===== src/wsm_pkg.sv =====
// Purpose: Shared constants for the store/literal-multiply decode block
// Assumes: 16-bit instruction words, 8-bit data path, four-phase cycle
// Notes: Opcode fields occupy the upper byte of the instruction word
package wsm_pkg;
  localparam int WSM_DATA_W = 8;
  localparam int WSM_ADDR_W = 8;
  localparam int WSM_INSN_W = 16;
  localparam int WSM_PROD_W = 16;
  localparam int WSM_OPC_HI = 15;
  localparam int WSM_OPC_LO = 8;
  localparam logic [7:0] WSM_OPC_STORE = 8'h01;
  localparam logic [7:0] WSM_OPC_MULLIT = 8'hBC;
  localparam logic [7:0] WSM_WORK_RST = 8'h00;
  localparam logic [15:0] WSM_PROD_RST = 16'h0000;

  // Four phases of one instruction cycle
  typedef enum logic [1:0]
  {
    WSM_PH_DECODE = 2'b00,
    WSM_PH_READ = 2'b01,
    WSM_PH_PROC = 2'b10,
    WSM_PH_WRITE = 2'b11
  } wsm_phase_type;

  // Operation chosen at decode
  typedef enum logic [1:0]
  {
    WSM_OP_NONE = 2'b00,
    WSM_OP_STORE = 2'b01,
    WSM_OP_MULLIT = 2'b10
  } wsm_op_type;
endpackage


===== src/wsm_core.sv =====
// Purpose: Decode and execute store-working-to-file and multiply-literal-working
// Assumes: Fetch stage holds insn_word stable across the four phases of a cycle
// Notes: Phase counter free-runs from reset; one instruction per four clocks
// Function
// RULE_01 - Word 0x01ff decodes as store working register, low byte is address
// RULE_02 - Store copies working register to any of 256 bytes, flags untouched
// RULE_03 - Word 0xBCkk decodes as literal multiply with literal k as operand
// RULE_04 - Product is unsigned working register times unsigned literal
// RULE_05 - 16-bit product: high byte to product high, low byte to product low
// RULE_06 - Literal multiply leaves working register and all status flags unchanged
// RULE_07 - A zero product is not flagged; zero flag keeps its value
// RULE_08 - Each operation completes in four phases, result written in last phase
`timescale 1ns/100ps
module wsm_core
  import wsm_pkg::*;
(
  input wire logic clk,
  input wire logic rst,
  input wire logic [WSM_INSN_W-1:0] insn_word,
  input wire logic [WSM_DATA_W-1:0] working_register,
  input wire logic [7:0] status_in,
  output logic [1:0] phase,
  output logic file_we,
  output logic [WSM_ADDR_W-1:0] file_addr,
  output logic [WSM_DATA_W-1:0] file_wdata,
  output logic [WSM_DATA_W-1:0] product_high_byte,
  output logic [WSM_DATA_W-1:0] product_low_byte,
  output logic [7:0] status_out,
  output logic status_we
);
  // Sequencer register and the value it takes at the next edge
  wsm_phase_type phase_r;
  wsm_phase_type phase_nxt;
  // Operation chosen in the decode phase, held for the rest of the cycle
  wsm_op_type op_r;
  wsm_op_type op_nxt;
  // Low byte of the word: file address for a store, literal for a multiply
  logic [7:0] operand_r;
  // Working register copy; the block reads it and never writes it back
  logic [WSM_DATA_W-1:0] work_r;
  // Full product of the two operand copies
  logic [WSM_PROD_W-1:0] prod_nxt;
  // Product register pair, one flop group per byte
  logic [WSM_DATA_W-1:0] prod_hi_r;
  logic [WSM_DATA_W-1:0] prod_lo_r;
  // Store request towards the data file
  logic file_we_r;
  logic [WSM_ADDR_W-1:0] file_addr_r;
  logic [WSM_DATA_W-1:0] file_wdata_r;
  // Status path
  logic [7:0] status_r;
  logic status_we_r;
  // Phase and opcode decodes shared by several processes
  logic in_decode;
  logic in_read;
  logic in_proc;
  logic mul_in_proc;
  logic store_in_proc;
  logic [7:0] opcode;

  // Shared decodes; kept apart so every process tests the same condition
  assign in_decode = (phase_r == WSM_PH_DECODE);
  assign in_read = (phase_r == WSM_PH_READ);
  assign in_proc = (phase_r == WSM_PH_PROC);
  assign mul_in_proc = in_proc && (op_r == WSM_OP_MULLIT);
  assign store_in_proc = in_proc && (op_r == WSM_OP_STORE);
  assign opcode = insn_word[WSM_OPC_HI:WSM_OPC_LO];

  // Next phase: a plain ring of four, so every instruction takes one cycle
  always_comb
  begin
    case (phase_r)
      WSM_PH_DECODE: phase_nxt = WSM_PH_READ;
      WSM_PH_READ: phase_nxt = WSM_PH_PROC;
      WSM_PH_PROC: phase_nxt = WSM_PH_WRITE;
      WSM_PH_WRITE: phase_nxt = WSM_PH_DECODE; // [RULE_08]
      default: phase_nxt = WSM_PH_DECODE;
    endcase
  end

  // Sequencer; reset parks it at decode so the first word is taken at once
  always_ff @(posedge clk)
  begin
    if (rst)
    begin
      phase_r <= WSM_PH_DECODE;
    end
    else
    begin
      phase_r <= phase_nxt;
    end
  end

  // Opcode byte classifier; any other byte belongs to another unit
  always_comb
  begin
    case (opcode)
      WSM_OPC_STORE: op_nxt = WSM_OP_STORE; // [RULE_01]
      WSM_OPC_MULLIT: op_nxt = WSM_OP_MULLIT; // [RULE_03]
      default: op_nxt = WSM_OP_NONE;
    endcase
  end

  // Decode register, loaded only in the first phase so a late word cannot retarget it
  always_ff @(posedge clk)
  begin
    if (rst)
    begin
      op_r <= WSM_OP_NONE;
    end
    else if (in_decode)
    begin
      op_r <= op_nxt;
    end
  end

  // Operand byte taken in the read phase; one field serves as address and literal
  always_ff @(posedge clk)
  begin
    if (rst)
    begin
      operand_r <= 8'h00;
    end
    else if (in_read)
    begin
      operand_r <= insn_word[7:0]; // [RULE_01] [RULE_03]
    end
  end

  // Working register copy taken in the read phase, never written back
  always_ff @(posedge clk)
  begin
    if (rst)
    begin
      work_r <= WSM_WORK_RST;
    end
    else if (in_read)
    begin
      work_r <= working_register; // [RULE_02] [RULE_06]
    end
  end

  // Zero-extended operands keep the multiply unsigned; 8 x 8 always fits 16 bits
  always_comb
  begin
    prod_nxt = WSM_PROD_W'({8'h00, work_r} * {8'h00, operand_r}); // [RULE_04]
  end

  // Product high byte; loaded at the close of the process phase, seen in write
  always_ff @(posedge clk)
  begin
    if (rst)
    begin
      prod_hi_r <= WSM_PROD_RST[15:8];
    end
    else if (mul_in_proc)
    begin
      prod_hi_r <= prod_nxt[15:8]; // [RULE_05] [RULE_08]
    end
  end

  // Product low byte; a store leaves the pair alone
  always_ff @(posedge clk)
  begin
    if (rst)
    begin
      prod_lo_r <= WSM_PROD_RST[7:0];
    end
    else if (mul_in_proc)
    begin
      prod_lo_r <= prod_nxt[7:0]; // [RULE_05] [RULE_08]
    end
  end

  // Store strobe: one clock wide, covering exactly the write phase
  always_ff @(posedge clk)
  begin
    if (rst)
    begin
      file_we_r <= 1'b0;
    end
    else
    begin
      file_we_r <= store_in_proc; // [RULE_08]
    end
  end

  // Address and data hold after the strobe so the file side may sample late
  always_ff @(posedge clk)
  begin
    if (rst)
    begin
      file_addr_r <= 8'h00;
      file_wdata_r <= 8'h00;
    end
    else if (store_in_proc)
    begin
      file_addr_r <= operand_r; // [RULE_02]
      file_wdata_r <= work_r; // [RULE_02]
    end
  end

  // Status pass-through; flags are only ever carried, never rewritten
  always_ff @(posedge clk)
  begin
    if (rst)
    begin
      status_r <= 8'h00;
    end
    else
    begin
      status_r <= status_in; // [RULE_06] [RULE_07]
    end
  end

  // Flag write request stays low: no flag moves, not even for a zero product
  always_ff @(posedge clk)
  begin
    if (rst)
    begin
      status_we_r <= 1'b0;
    end
    else
    begin
      status_we_r <= 1'b0; // [RULE_06] [RULE_07]
    end
  end

  // Every output is a flop; the product pair changes only after a multiply
  assign product_high_byte = prod_hi_r; // [RULE_05]
  assign product_low_byte = prod_lo_r; // [RULE_05]
  assign phase = phase_r;
  assign file_we = file_we_r;
  assign file_addr = file_addr_r;
  assign file_wdata = file_wdata_r;
  assign status_out = status_r;
  assign status_we = status_we_r; // [RULE_06] [RULE_07]
endmodule


===== config.mk =====
export PLATFORM = sky130hd
export DESIGN_NAME = wsm_core
export DESIGN_NICKNAME = d
export VERILOG_FILES = /design/src/wsm_pkg.sv /design/src/wsm_core.sv
export SDC_FILE = /design/constraint.sdc
export NUM_CORES = 1
export LEC_CHECK = 0
export BUFFER_PORTS_ARGS = -buffer_cell sky130_fd_sc_hd__buf_2
export CORE_ASPECT_RATIO = 1.1
export CORE_MARGIN = 5
export CORE_UTILIZATION = 42
export DETAILED_ROUTE_END_ITERATION = 7
export GPL_ROUTABILITY_DRIVEN = 0
export PLACE_DENSITY = 0.64
export SLEW_MARGIN = 20
export SYNTH_ARGS = -nofsm -noshare
export SYNTH_HDL_FRONTEND = slang
export SYNTH_SLANG_ARGS = --single-unit

===== constraint.sdc =====
create_clock -name clk -period 5.7 [get_ports clk]
set_clock_uncertainty 0.05 [all_clocks]
set_input_delay 0.285 -clock clk [delete_from_list [all_inputs] [get_ports clk]]
set_output_delay 0.285 -clock clk [all_outputs]
set_load 0.05 [all_outputs]

# [Word-level counts from Yosys, hierarchy flattened]
# Cells that the tools add are included.
[word_totals] ff_bits=61 input_bits=34 output_inout_bits=44 wordCells=23
[op_classes] mul=1 eq_ne=7 mux=2 reduce_logical=3
[ops] operator="8-bit by 8-bit multiplier with 16-bit output" count=1
[ops] operator="8-bit by 1-bit equality test with 1-bit output, second input constant" count=1
[ops] operator="8-bit equality test, second input constant" count=1
[ops] operator="2-bit one-hot mux with 4 select lines" count=1
[ops] operator="2-bit equality test, second input constant" count=3
[ops] operator="2-bit by 1-bit equality test with 1-bit output, second input constant" count=2
[ops] operator="2-bit one-hot mux with 2 select lines" count=1
[ops] operator="1-bit logical AND" count=2
[ops] operator="2-bit logical NOT" count=1

# [Depth between registers and ports, before layout]
[depth] word_depth=2 ltp_mapped=16

# [Worst setup path before layout]
# OpenSTA, ideal clock, no wires.
[synth_path] kind="register to register" startpoint="register operand_r[7]" endpoint="register prod_hi_r[5] (netlist: product_high_byte[5])" setup_time_ns=0.084 t_arrival_ns=3.972 path_slack_ns=1.594 stages_incl_launch_ff=16 path_buffers=1 period_less_slack_ns=4.106 cell_sequence="dfxtp_1 -> clkbuf_1 -> nand2_1 -> fa_1 -> fa_1 -> inv_1 -> fa_1 -> inv_1 -> fa_1 -> inv_1 -> ha_1 -> nand2_1 -> a211oi_2 -> o2111ai_1 -> and3_1 -> o31ai_2"
[synth_between] elab_chain_len=1
[synth_rtl] element="from (decl)" line_no="wsm_core.sv:38" text="logic [7:0] operand_r;"
[synth_rtl] element="from (signal assigned)" line_no="wsm_core.sv:126" text="operand_r <= insn_word[7:0];"
[synth_rtl] element="8-bit by 8-bit multiplier with 16-bit output" line_no="wsm_core.sv:146" text="prod_nxt = WSM_PROD_W'({8'h00, work_r} * {8'h00, operand_r});"
[synth_rtl] element="to (signal assigned)" line_no="wsm_core.sv:154" text="prod_hi_r <= WSM_PROD_RST[15:8];"
[synth_rtl] element="to (signal assigned)" line_no="wsm_core.sv:158" text="prod_hi_r <= prod_nxt[15:8];"
[synth_rtl] element="to (decl)" line_no="wsm_core.sv:44" text="logic [WSM_DATA_W-1:0] prod_hi_r;"
# No other way between the ends.
# A chain may end at the register's enable or synchronous reset.

# [Worst setup path after layout]
# Same ends and word-level chain as after synthesis.

==> impl_metrics.tcl <==
set metrics [dict create \
    dp_hpwl_um 7180 \
    final_util_pct 49.2 \
    drive_gt1_share_pct 17.9 \
    hold_viol_final 0 \
    synthCells 477 \
    grt_max_degree 63 \
    yosysUniqueCellTypes 45 \
    initial_core_util_pct 42.9 \
    clkSlewWorstSetupHoldPaths_ps 70 \
    root_buffer "clkbuf_8" \
    final_area_mm2 0.00486 \
    slew_headroom_pct 39.2 \
    drtPass1Iterations 4 \
    finalCritPeriodShare_pct 76.4 \
    diodes 0 \
    cts_buffer_depth 2 \
    finalSetupViolations 0 \
    dpl_cell_area_mm2 0.00468 \
    clock.fmax_mhz 230 \
    die_x_um 106 \
    drc_errors 0 \
    ctsResizeCount 0 \
    die-height_um 115 \
    mappedNetlistArea_mm2 0.00424 \
    fp-row-count 38 \
    ys_seq_area_share_pct 28.8 \
    antenna_left 0 \
    clock-sinks 61 \
    avgSynthCellArea_um2 8.89 \
    timing.rr.start "operand_r[7]$_SDFFE_PP0N_" \
    cp_max_fo 10 \
    cp.required_ps 5920 \
    rsz0062_at_grt "false" \
    syn_nets 587 \
    wl_per_cell_um 13.9 \
    cts_buffers 9 \
    crit_slowest_cell "dfxtp_1" \
    hold-path-endpoint "status_out[7]$_SDFF_PP0_" \
    io_pins 78 \
    cts_hold_buffers 0 \
    area_delta_synth_final_pct 14.7 \
    synth_edf_count 0 \
    reg2reg_depth 14 \
    antenna_found_initial 0 \
    startpoint "operand_r[7]$_SDFFE_PP0N_" \
    globalRouteOverflowTotal 0 \
    insertion_delay_ps 350 \
    via_per_inst 4.97 \
    drt-initial-drc-count 107 \
    grt_pass1_vias 3404 \
    dieArea_mm2 0.0122 \
    cpPeakStageDelay_ps 550 \
    nets 654 \
    cellPowerDensity_mw_per_mm2 226 \
    crit_top_cell "fa_1" \
    vias 3324 \
    cp.arrival_ps 4570 \
    end_kind "flip-flop" \
    grt_pass1_wl_um 15600 \
    ff2ff_setup_slack_ps 1350 \
    ys.flop_type "dfxtp_1" \
    grt_usage_pct 16.0 \
    cts_tree "yes" \
    vdd_drop_max_mv 0.184 \
    p_leak_nw 2.41 \
    hold_class "in2reg" \
    portBuffers 76 \
    crit_type "reg2reg" \
    outcome "completed" \
    start_kind "flip-flop" \
    yosys_warnings 0 \
    drv_slew 0 \
    min-delay-start "status_in[7]" \
    synth-seq-cells 61 \
    async_flop_share_pct 0 \
    reg2reg_to "product_high_byte[5]$_SDFFE_PP0P_" \
    hold_depth 2 \
    fin_setup_tns_ps 0 \
    htree_num_levels 3 \
    core_region_area_mm2 0.00989 \
    worst_pin_slew_ps 912 \
    min_period_ps 4350 \
    maxCapViolCount 0 \
    cts_setup_buffers 0 \
    routed_wl_um 9310 \
    path_cells "nand2_1, fa_1, fa_1, inv_1, fa_1, inv_1, fa_1, inv_1, ha_1, nand2_1, a211oi_2, o2111ai_1, and3_1, o31ai_2" \
]
power breakdown:
group	total (mW)	internal, mW	leakage [nW]	switching [mW]
Sequential	0.510	0.452	0.496	0.0573
Combinational	0.239	0.100	1.82	0.138
Clock	0.350	0.179	0.0921	0.171
Total	1.10	0.732	2.41	0.367
cell usage in the layout (no fill, tap or decap), types with 3 or more instances in the layout:
cell type  netlist  final
inv_1           50     50
o21ai_0          5      5
fa_1            36     36
dfxtp_1         61     61
nand3_1          6      6
nor2b_1          9      9
xnor2_1          4      4
nand2_1         70     70
nand3b_1         3      3
buf_2            4     76
xor2_1           3      3
mux2i_1         18     18
clkinv_2         0      3
a21oi_1         36     36
ha_1            40     40
nor4_1           3      3
clkbuf_8         1     11
nand2b_1         3      3
and2_1          51     51
nor2_1          26     26
cell families (layout without fill, tap and decap cells):
logic type	after synthesis	count (layout)	share of synthesized area (%)
mux	18	18	4.25
simple gates	184	184	21.8
flops	61	61	28.8
fa+ha+maj	76	76	28.8
xor+xnor	7	7	1.45
other cells	1	1	0.0884
buf+inv	72	144	6.82
compound gates	58	58	8.00
metrics by stage:
stage / std cells / setup slack (ps) / hold WS (ps) / power [mW]
after floorplan: 477 / 1590 / 363 / 0.688
after global placement: 653 / 1410 / 387 / 0.750
after detailed placement: 653 / 1350 / 389 / 0.757
after CTS: 669 / 1330 / 73.2 / 1.11
after global routing: 669 / 1070 / 88.4 / 1.16
final: 669 / 1350 / 89.0 / 1.10
how the worst max path moves through the flow:
| stage | end | slack [ps] | cells past startpoint |
|---|---|---|---|
| 2_1_floorplan | product_high_byte[5]$_SDFFE_PP0P_ | 1590 | 15 |
| 3_3_place_gp | product_high_byte[5]$_SDFFE_PP0P_ | 1410 | 14 |
| 3_5_place_dp | product_high_byte[5]$_SDFFE_PP0P_ | 1350 | 14 |
| 4_1_cts | product_high_byte[5]$_SDFFE_PP0P_ | 1330 | 14 |
| 5_1_grt | product_high_byte[5]$_SDFFE_PP0P_ | 1070 | 14 |
| 6_report | product_high_byte[5]$_SDFFE_PP0P_ | 1350 | 14 |
metal layers:
metal	wire (µm)	vias to the layer above	part of all wire (%)	track usage, %
met5	0	-	0	0
met4	178	0	1.9	5.96
met3	510	18	5.5	4.94
met2	4340	83	47	26.5
met1	4290	1561	46	19.7
li1	-	1662	-	-
cells in the mapped netlist (all sizes together) (2+ instances only):
master	count	area, µm²
nand2	70	263
dfxtp	61	1220
and2	51	319
inv	50	188
ha	40	500
a21oi	36	180
fa	36	721
nor2	26	97.6
mux2i	18	180
clkbuf	17	73.8
nor2b	9	56.3
nand3	6	30.0
o21ai	6	30.0
buf	5	27.5
xnor2	4	35.0
a211oi	3	27.5
nand2b	3	18.8
nand3b	3	22.5
nor4	3	18.8
o31ai	3	27.5
xor2	3	26.3
a21o	2	15.0
a31oi	2	12.5
and3	2	12.5
nand4	2	12.5
o211ai	2	15.0
or2b	2	16.3
state kept, by name (all words and copies together) (netlist names), 8 cells and up:
name,flops
product_low_byte,8
file_addr,8
operand_r,8
product_high_byte,8
work_r,8
status_out,8
file_wdata,8
critical path: cells and delay by family, from the launching register on:
family / cells / cell delay, ps
AO/OA/AOI/OAI: 3 / 630
adder cells (fa/ha/maj): 5 / 2440
buffers and inverters: 3 / 140
flip-flops: 1 / 550
AND/OR/NAND/NOR: 3 / 450
area by class of cell:
type | count | area, µm²
tap | 120 | 150
clock inverter | 4 | 22.5
multi-input combinational | 344 | 2730
timing repair buffer | 78 | 395
sequential | 61 | 1220
inverter | 50 | 188
fill | 963 | 5030
clock buffer | 12 | 155
No activity file was read; power rests on OpenSTA's default activity.
